$ cat src/core/psf_pkg.sv
// Purpose: Shared constants and types for the protection status flags.
// Assumes: 32-bit AHB-Lite register access, one word per register.
// Notes: Offsets are byte addresses of aligned words.
package psf_pkg;
  // ********************************************************************
  // Register map
  // ********************************************************************
  localparam logic [7:0] OFS_CSW = 8'h00;
  localparam logic [7:0] OFS_VC_ALERT = 8'h04;
  localparam logic [7:0] OFS_VC_FAULT = 8'h08;
  localparam logic [7:0] OFS_TMP_ALERT = 8'h0c;
  localparam logic [7:0] OFS_INT_STAT = 8'h10;
  localparam logic [7:0] OFS_INT_MASK = 8'h14;
  localparam logic [7:0] OFS_SUBCMD = 8'h18;
  localparam logic [15:0] CSW_SIGNATURE = 16'hffa5;
  localparam int CSW_LOWPWR_BIT = 2;
  localparam int CSW_LDEXP_BIT = 1;
  localparam int CSW_LDPU_BIT = 0;
  localparam int TMP_RSVD_BIT = 3;
  // ********************************************************************
  // Interrupt status bits
  // ********************************************************************
  localparam int IRQ_W = 4;
  localparam int IRQ_VC_ALERT = 0;
  localparam int IRQ_VC_FAULT = 1;
  localparam int IRQ_TMP_ALERT = 2;
  localparam int IRQ_SUBCMD = 3;
  // ********************************************************************
  // Bus encodings
  // ********************************************************************
  localparam logic [1:0] HTRANS_NONSEQ = 2'h2;
  localparam logic [1:0] HTRANS_SEQ = 2'h3;
  // ********************************************************************
  // Types
  // ********************************************************************
  typedef struct packed {
    logic low_power_state_flag;
    logic load_detect_expired_flag;
    logic load_pullup_active_flag;
  } psf_ctl_t;
  typedef struct packed {
    logic short_circuit_discharge;
    logic discharge_overcurrent_tier2;
    logic discharge_overcurrent_tier1;
    logic charge_overcurrent;
    logic cell_overvoltage;
    logic cell_undervoltage;
  } psf_vc_t;
  typedef struct packed {
    logic fet_overtemp;
    logic internal_overtemp;
    logic discharge_overtemp;
    logic charge_overtemp;
    logic internal_undertemp;
    logic discharge_undertemp;
    logic charge_undertemp;
  } psf_tmp_t;
  typedef struct packed {
    logic hreadyout;
    logic hresp;
    logic [31:0] hrdata;
    logic wr_pend;
    logic [7:0] wr_addr;
    logic sig_pend;
    psf_ctl_t ctl;
    psf_vc_t vc_alert;
    psf_vc_t vc_fault;
    psf_tmp_t tmp_alert;
    logic [IRQ_W-1:0] int_stat;
    logic [IRQ_W-1:0] int_mask;
    logic [15:0] subcmd;
    logic subcmd_stb;
    logic irq;
  } psf_state_t;
endpackage

$ cat src/core/psf_top.sv
// Purpose: Control status word and protection flag words behind AHB-Lite.
// Assumes: Status inputs are synchronous to clk; word accesses only.
// Notes: Zero wait states; read data is registered in the address phase.
`timescale 1ns/10ps
module psf_top (
  // Clock and reset
  input wire logic clk,
  input wire logic sys_rst,
  // AHB-Lite slave
  input wire logic hsel,
  input wire logic [31:0] haddr,
  input wire logic [1:0] htrans,
  input wire logic hwrite,
  input wire logic [2:0] hsize,
  input wire logic [31:0] hwdata,
  input wire logic hready,
  output logic hreadyout,
  output logic hresp,
  output logic [31:0] hrdata,
  // Device status levels
  input wire psf_pkg::psf_ctl_t ctl_in,
  // Protection triggers and enables
  input wire psf_pkg::psf_vc_t vc_alert_trig,
  input wire psf_pkg::psf_vc_t vc_alert_en,
  input wire psf_pkg::psf_vc_t vc_fault_trig,
  input wire psf_pkg::psf_vc_t vc_fault_en,
  input wire psf_pkg::psf_tmp_t tmp_alert_trig,
  input wire psf_pkg::psf_tmp_t tmp_alert_en,
  // Subcommand path and interrupt
  output logic [15:0] subcmd_word,
  output logic subcmd_stb,
  output logic irq
);
  psf_pkg::psf_state_t s;
  psf_pkg::psf_state_t n;
  localparam int IRQ_W_L = psf_pkg::IRQ_W;
  logic addr_ph;
  logic [IRQ_W_L-1:0] ev;
  logic [IRQ_W_L-1:0] clr;
  logic [15:0] csw_live;

  // ********************************************************************
  // Read views of the words
  // ********************************************************************
  // Reserved bits of the control status word are padded with zero here.
  assign csw_live = {13'h0000, s.ctl};
  // Only NONSEQ and SEQ start a transfer; IDLE and BUSY are ignored.
  assign addr_ph = hsel && hready &&
                   (htrans == psf_pkg::HTRANS_NONSEQ ||
                    htrans == psf_pkg::HTRANS_SEQ);

  function automatic logic [7:0] vc_word(psf_pkg::psf_vc_t v);
    vc_word = {v, 2'h0};
  endfunction

  function automatic logic [7:0] tmp_word(psf_pkg::psf_tmp_t t);
    tmp_word = {t[6:3], 1'h0, t[2:0]};
  endfunction

  // ********************************************************************
  // Next state
  // ********************************************************************
  always_comb begin
    n = s;
    clr = '0;
    n.subcmd_stb = 1'b0;
    n.wr_pend = 1'b0;
    n.ctl = ctl_in;
    n.vc_alert = vc_alert_trig & vc_alert_en;
    n.vc_fault = vc_fault_trig & vc_fault_en;
    n.tmp_alert = tmp_alert_trig & tmp_alert_en;
    ev = '0;
    ev[psf_pkg::IRQ_VC_ALERT] = |(n.vc_alert & ~s.vc_alert);
    ev[psf_pkg::IRQ_VC_FAULT] = |(n.vc_fault & ~s.vc_fault);
    ev[psf_pkg::IRQ_TMP_ALERT] = |(n.tmp_alert & ~s.tmp_alert);
    // Write data phase: the address was latched one cycle earlier.
    if (s.wr_pend) begin
      if (s.wr_addr == psf_pkg::OFS_CSW ||
          s.wr_addr == psf_pkg::OFS_SUBCMD) begin
        n.subcmd = hwdata[15:0];
        n.subcmd_stb = 1'b1;
        ev[psf_pkg::IRQ_SUBCMD] = 1'b1;
      end
      if (s.wr_addr == psf_pkg::OFS_CSW) begin
        n.sig_pend = 1'b1;
      end else if (s.wr_addr == psf_pkg::OFS_INT_STAT) begin
        clr = hwdata[IRQ_W_L-1:0];
      end else if (s.wr_addr == psf_pkg::OFS_INT_MASK) begin
        n.int_mask = hwdata[IRQ_W_L-1:0];
      end
    end
    // Address phase: reads are answered from the next edge on.
    if (addr_ph) begin
      if (hwrite) begin
        n.wr_pend = 1'b1;
        n.wr_addr = haddr[7:0];
      end else begin
        n.hrdata = '0;
        if (haddr[7:0] == psf_pkg::OFS_CSW) begin
          if (n.sig_pend) begin
            n.hrdata[15:0] = psf_pkg::CSW_SIGNATURE;
            n.sig_pend = 1'b0;
          end else begin
            n.hrdata[15:0] = csw_live;
          end
        end else if (haddr[7:0] == psf_pkg::OFS_VC_ALERT) begin
          n.hrdata[7:0] = vc_word(s.vc_alert);
        end else if (haddr[7:0] == psf_pkg::OFS_VC_FAULT) begin
          n.hrdata[7:0] = vc_word(s.vc_fault);
        end else if (haddr[7:0] == psf_pkg::OFS_TMP_ALERT) begin
          n.hrdata[7:0] = tmp_word(s.tmp_alert);
        end else if (haddr[7:0] == psf_pkg::OFS_INT_STAT) begin
          n.hrdata[IRQ_W_L-1:0] = s.int_stat;
        end else if (haddr[7:0] == psf_pkg::OFS_INT_MASK) begin
          n.hrdata[IRQ_W_L-1:0] = s.int_mask;
        end else if (haddr[7:0] == psf_pkg::OFS_SUBCMD) begin
          n.hrdata[15:0] = s.subcmd;
        end
      end
    end
    // A new event beats a write-one-to-clear in the same cycle.
    n.int_stat = (s.int_stat & ~clr) | ev;
    n.irq = |(n.int_stat & n.int_mask);
    n.hreadyout = 1'b1;
    n.hresp = 1'b0;
  end

  // ********************************************************************
  // State register
  // ********************************************************************
  always_ff @(posedge clk) begin
    if (sys_rst) begin
      s <= '0;
      s.hreadyout <= 1'b1;
    end else begin
      s <= n;
    end
  end

  assign hreadyout = s.hreadyout;
  assign hresp = s.hresp;
  assign hrdata = s.hrdata;
  assign subcmd_word = s.subcmd;
  assign subcmd_stb = s.subcmd_stb;
  assign irq = s.irq;

  // ********************************************************************
  // Check helpers
  // ********************************************************************
  // The signature checks keep their own note of a pending signature, so
  // they do not lean on the pending bit that they are meant to guard.
  logic sig_exp_r;
  logic sig_exp_nxt;

  always_comb begin
    sig_exp_nxt = sig_exp_r;
    if (addr_ph && !hwrite && haddr[7:0] == psf_pkg::OFS_CSW) begin
      sig_exp_nxt = 1'b0;
    end else if (addr_ph && hwrite && haddr[7:0] == psf_pkg::OFS_CSW) begin
      sig_exp_nxt = 1'b1;
    end
  end

  always_ff @(posedge clk) begin
    if (sys_rst) begin
      sig_exp_r <= 1'b0;
    end else begin
      sig_exp_r <= sig_exp_nxt;
    end
  end
endmodule // psf_top
$ cat config.mk
export PLATFORM = sky130hd
export DESIGN_NAME = psf_top
export DESIGN_NICKNAME = d
export VERILOG_FILES = /design/src/core/psf_pkg.sv /design/src/core/psf_top.sv
export SDC_FILE = /design/constraint.sdc
export NUM_CORES = 1
export LEC_CHECK = 0
export ABC_AREA = 1
export BUFFER_PORTS_ARGS = -buffer_cell sky130_fd_sc_hd__buf_2
export CORE_ASPECT_RATIO = 0.9
export CORE_MARGIN = 2
export CORE_UTILIZATION = 52
export DETAILED_ROUTE_END_ITERATION = 16
export HOLD_SLACK_MARGIN = 0.06
export PLACE_DENSITY = 0.86
export RECOVER_POWER = 50
export SETUP_SLACK_MARGIN = 0.02
export SYNTH_ARGS = -nofsm -noshare
export SYNTH_HDL_FRONTEND = slang
export SYNTH_SLANG_ARGS = --single-unit
$ cat constraint.sdc
create_clock -name clk -period 3.6 [get_ports clk]
set_input_delay 0.72 -clock clk [delete_from_list [all_inputs] [get_ports clk]]
set_output_delay 0.72 -clock clk [all_outputs]
set_load 0.02 [all_outputs]
* Word level (Yosys, flattened, before mapping) *
Index checks and enable logic that the tools add are counted.

operators by class
  multiplexer cells = 29
  reduce and logical (&&, ||, !) cells = 15
  bitwise gates (word level) = 16
  eq/ne operators = 11

operator list
  operator                                                                count
  8-bit by 5-bit equality test with 1-bit output (second input constant)  6
  16-bit 2-to-1 mux                                                       3
  8-bit 2-to-1 mux                                                        6
  4-bit 2-to-1 mux                                                        8
  6-bit bitwise AND                                                       4
  12-bit 2-to-1 mux                                                       2
  21-bit 2-to-1 mux                                                       1
  17-bit 2-to-1 mux                                                       1
  8-bit by 4-bit equality test with 1-bit output (second input constant)  2
  8-bit logical NOT                                                       2
  7-bit bitwise AND                                                       2
  6-bit NOT                                                               2
  6-bit OR reduction                                                      2
  9-bit 2-to-1 mux                                                        1
  4-bit bitwise AND                                                       2
  8-bit by 3-bit equality test with 1-bit output (second input constant)  1
  1-bit 2-to-1 mux                                                        7
  7-bit NOT                                                               1
  7-bit OR reduction                                                      1
  2-bit AND reduction                                                     3
  2-bit equality test (second input constant)                             2
  4-bit NOT                                                               1
  4-bit bitwise OR                                                        1
  2-bit OR reduction                                                      2
  4 further kinds                                                         8

word-level totals
  output and inout port bits = 52
  word-level logic and storage cells = 104
  bits in registers = 76
  input bits = 115

* Longest topological paths before layout *
  word-level depth = 9
  mapped depth = 12
  depth with buffers taken out = 11

* Worst setup path before layout *
OpenSTA, ideal clock, no wires.

  path kind = input port to flip-flop
  from = input port haddr[1]
  to = register s (netlist bit hrdata[7])
  path buffers = 0
  setup time = 128 ps
  stages = 9
  slack = 1,992 ps
  data required time = 3,472 ps
  arrival = 1,481 ps
  cell sequence = inv_2 nand2_2 nor2_4 nand2_4 nand2_2 o21bai_1 nor2_1 nor2_1 nor2_1

between the ends
  word-level cells in the longest chain between the ends = 8
  elaborated cells on any way between the ends = 14
  those cells by class = 6 x eq/ne; 7 x mux; 1 x reduce/logical

RTL lines
  item                                            RTL line        RTL
  from (decl)                                     psf_top.sv:11   input wire logic [31:0] haddr,
  8-bit by 5-bit equality test with 1-bit output  psf_top.sv:116  end else if (haddr[7:0] == psf_pkg::OFS_SUBCMD) begin
  16-bit 2-to-1 mux                               psf_top.sv:116
  12-bit 2-to-1 mux                               psf_top.sv:114  end else if (haddr[7:0] == psf_pkg::OFS_INT_MASK) begin
  12-bit 2-to-1 mux                               psf_top.sv:112  end else if (haddr[7:0] == psf_pkg::OFS_INT_STAT) begin
  8-bit 2-to-1 mux                                psf_top.sv:110  end else if (haddr[7:0] == psf_pkg::OFS_TMP_ALERT) begin
  8-bit 2-to-1 mux                                psf_top.sv:108  end else if (haddr[7:0] == psf_pkg::OFS_VC_FAULT) begin
  8-bit 2-to-1 mux                                psf_top.sv:106  end else if (haddr[7:0] == psf_pkg::OFS_VC_ALERT) begin
  16-bit 2-to-1 mux *                             psf_top.sv:99   if (haddr[7:0] == psf_pkg::OFS_CSW) begin
  to (signal assigned)                            psf_top.sv:136  s <= n;
  to (decl)                                       psf_top.sv:34   psf_pkg::psf_state_t s;

Every way passes the cells marked *; elsewhere a longest branch is shown, timed or not.
A chain may end at the register's enable or synchronous reset.

* Worst setup path in the final report *
  from = input port htrans[1]
  to = register s (netlist bit hrdata[7])

between the ends
  word-level cells in the longest chain between the ends = 4
  elaborated cells on any way between the ends = 5
  those cells by class = 2 x eq/ne; 3 x reduce/logical

RTL lines
  item                                    RTL line                      RTL
  from (decl)                             psf_top.sv:12                 input wire logic [1:0] htrans,
  2-bit equality test (on tied branches)  psf_top.sv:49, psf_top.sv:50
  1-bit logical OR *                      psf_top.sv:49                 (htrans == psf_pkg::HTRANS_NONSEQ ||
  1-bit logical AND *                     psf_top.sv:48                 assign addr_ph = hsel && hready &&
  2-bit AND reduction (no source line) *  n/a

Marked as above.

==> flow_metrics.py <==
metrics = {
    "timing": {
        "min_period_ps": 2340,
        "skew_ps": 11.0,
        "finalCritPeriodShare_pct": 65.1,
        "rsz0062_at_grt": "no",
        "setup_viol": 0,
        "tightest_slew_ps": 1230,
        "hold_viol": 0,
        "slew_violations": 0,
        "fmax_mhz": 427,
        "slew_headroom_pct": 18.2,
        "tns_ps": 0,
        "hold_slack_ps": 482,
    },
    "pwr": {
        "combPwrFrac_pct": 11.0,
        "swShare_pct": 26.2,
        "p_clk_share_pct": 38.3,
        "p_seq_share_pct": 50.7,
        "internal_power_mw": 1.25,
        "power.leakage_nw": 2.09,
        "p_sw_uw": 444,
        "power.density_nw_per_um2": 400,
        "peakVddDrop_mv": 0.199,
        "power_mw": 1.69,
    },
    "clock_network": {
        "cts-resized-gates": 0,
        "cts_tree": "built",
        "ctsRootBufferMaster": "clkbuf_8",
        "cts_setup_buffers": 0,
        "cts.sinks": 74,
        "cts_max_level": 3,
        "hold_buffers": 0,
        "clk_latency_ps": 350,
        "clk_pin_slew_worst_paths_ps": 80,
        "cts_buffers": 9,
        "cts_buffer_depth": 2,
    },
    "worst_setup_path": {
        "critical_path.startpoint_type": "input pin",
        "rr_worst_depth": 9,
        "crit_type": "input pin to register",
        "worstReg2RegEnd": "subcmd_word[0]$_SDFFE_PP0P_",
        "r2r-start": "s[54]$_SDFFE_PP0P_",
        "slowest_stage": "nor2_1",
        "worst-path-max-fanout": 15,
        "cpMostUsedCell": "nor2_1",
        "crit_family": "simple AND/OR/NAND/NOR gates",
        "endpoint_kind": "register",
        "critPathRequiredTime_ps": 3880,
        "rrSetupSlack_ps": 1310,
        "worstPathBufferInverterCount": 1,
        "worstPathCellList": "buf_2 -> nand3_2 -> nor2_1 -> nand2_1 -> o21bai_1 -> nor2_1 -> nor2_1 -> nor2_1",
        "critPathArrivalTime_ps": 2630,
        "slowest_delay_ps": 920,
    },
    "finish": {
        "final_cell_mix": "nor2_1, nand2_1, buf_2, dfxtp_1, inv_1",
        "drive_gt1_share_pct": 24.1,
        "layout_commonest_cell": "nor2_1",
        "final_cells": 710,
        "syn_to_final_growth_pct": 9.49,
        "fin_util_pct": 59.4,
        "nNetsFinal": 727,
        "diodes": 0,
    },
    "floorplan": {
        "start_util_pct": 54.3,
        "dieArea_um2": 8130,
        "core_um2": 7110,
        "die_x_um": 94.8,
        "ios": 167,
        "dieHeight_um": 85.8,
        "rows": 29,
    },
    "logic_synthesis": {
        "synthFlopType": "dfxtp_1",
        "synth.top_cell.area_share_pct": 38.4,
        "syn_inst": 544,
        "yosysSeqAreaShare_pct": 38.4,
        "ys_ff_latch": 74,
        "ys_async_sr_fraction_pct": 0,
        "ys_types": 32,
        "synthesis.area_um2": 3860,
        "synth-edff-count": 0,
        "synth_top_area_cell": "dfxtp_1",
        "syn_avg_cell_area_um2": 7.10,
        "synth_area_leaders": "dfxtp_1, nor2_1, nand2_1",
        "yosys_warnings": 0,
    },
    "run": {
        "maxCapViolCount": 0,
    },
    "global_route": {
        "gr-total-overflow": 0,
        "grt_pass1_vias": 3255,
        "grt_max_degree": 36,
        "grt_first_pass_wirelength_mm": 14.3,
        "gr-usage-all-layers_pct": 22.2,
        "antenna_found_initial": 0,
    },
    "worst_hold_path": {
        "min_to": "hrdata[6]$_SDFFE_PP0P_",
        "min_path_cells": 2,
        "hp-start": "hrdata[6]$_SDFFE_PP0P_",
        "hold_class": "register to register",
    },
    "drt": {
        "initialDrtViolationCount": 183,
        "drtPass1Iterations": 5,
        "ant_nets": 0,
        "via_per_inst": 4.90,
        "dr.max_layer_used": "met4",
        "m1WireLength_mm": 3.78,
        "drc_errors": 0,
        "routedWlPerCell_um": 12.4,
        "wl_met2_mm": 4.20,
        "wl_mm": 8.78,
        "vias": 3481,
        "met3WireLength_um": 640,
    },
    "status": {
        "status": "completed",
    },
    "placement": {
        "dp_hpwl_mm": 6.65,
        "dp.cells": 694,
        "io_buffers": 104,
        "gp_congestion": 0.927,
    },
}
[cell type report]
type,count,area (µm²)
Inverter,54,204
Tap cell,93,116
Multi-Input combinational cell,368,1720
Clock buffer,12,145
Fill cell,663,2880
Timing Repair Buffer,105,505
Clock inverter,4,51.3
Sequential cell,74,1480
[per-stage QoR]
step | setup WS [ps] | area [µm²]
CTS | 1920 | 4290
floorplan | 1990 | 3920
finish | 1260 | 4230
detailed placement | 1570 | 4100
global placement | 1610 | 4100
global route | 1050 | 4230
[synth_stat cells, types with 2 or more instances]
cell and count:
nand2_2 9, nor3_1 4, inv_2 14, nand3_1 29, nor2_1 110, o22ai_1 3, buf_4 52, inv_1 39
buf_6 3, nor2_2 7, nand2_4 5, a211oi_2 8, nor2_8 2, nor2_4 5, conb_1 2, nand3b_1 6
nand2_1 106, o21ai_1 13, dfxtp_1 74, clkbuf_1 6, o21ai_0 10, a21oi_1 27
[worst max-delay path by stage]
stage               startpoint  cells after the start                endpoint
floorplan             haddr[1]                      9  hrdata[7]$_SDFFE_PP0P_
global placement      haddr[0]                      8  hrdata[8]$_SDFFE_PP0P_
detailed placement    haddr[0]                      8  hrdata[8]$_SDFFE_PP0P_
CTS                   haddr[0]                      8  hrdata[8]$_SDFFE_PP0P_
global route         htrans[1]                      8  hrdata[7]$_SDFFE_PP0P_
finish               htrans[1]                      8  hrdata[7]$_SDFFE_PP0P_
[worst reg2reg max path: stages (launching register included)]
cell,delay [ps]
dfxtp_1,330
inv_1,60
nand2_1,70
nor2_4,230
nand2_1,100
nand2_1,90
nand2_1,610
inv_2,470
o21ai_1,100
a21oi_1,160
[registers in the layout, indices dropped and copies added (netlist names)]
register,flops
csw_live,3
hrdata,16
irq,1
s,37
subcmd_stb,1
subcmd_word,16
[cell families after synthesis]
| logic type | Yosys count | share of synthesized area [%] |
|---|---|---|
| AND/OR/NAND/NOR | 285 | 33.4 |
| buffers and inverters | 118 | 17.5 |
| flip-flops | 74 | 38.4 |
| other | 2 | 0.194 |
| AO/OA/AOI/OAI | 65 | 10.6 |
[metal layers]
| metal | vias up | track usage (%) |
|---|---|---|
| li1 | 1774 | - |
| met1 | 1538 | 27.4 |
| met2 | 151 | 37.7 |
| met3 | 18 | 4.66 |
| met4 | 0 | 9.35 |
| met5 | - | 0 |
[power groups by stage]
stage               clock network [mW]  logic, mW  registers (mW)
finish                           0.648      0.186           0.857
global route                     0.698      0.209           0.859
CTS                              0.646      0.191           0.856
detailed placement                   0      0.190           0.875
global placement                     0      0.184           0.874
floorplan                            0      0.149           0.871
(Power assumes the default switching activity.)
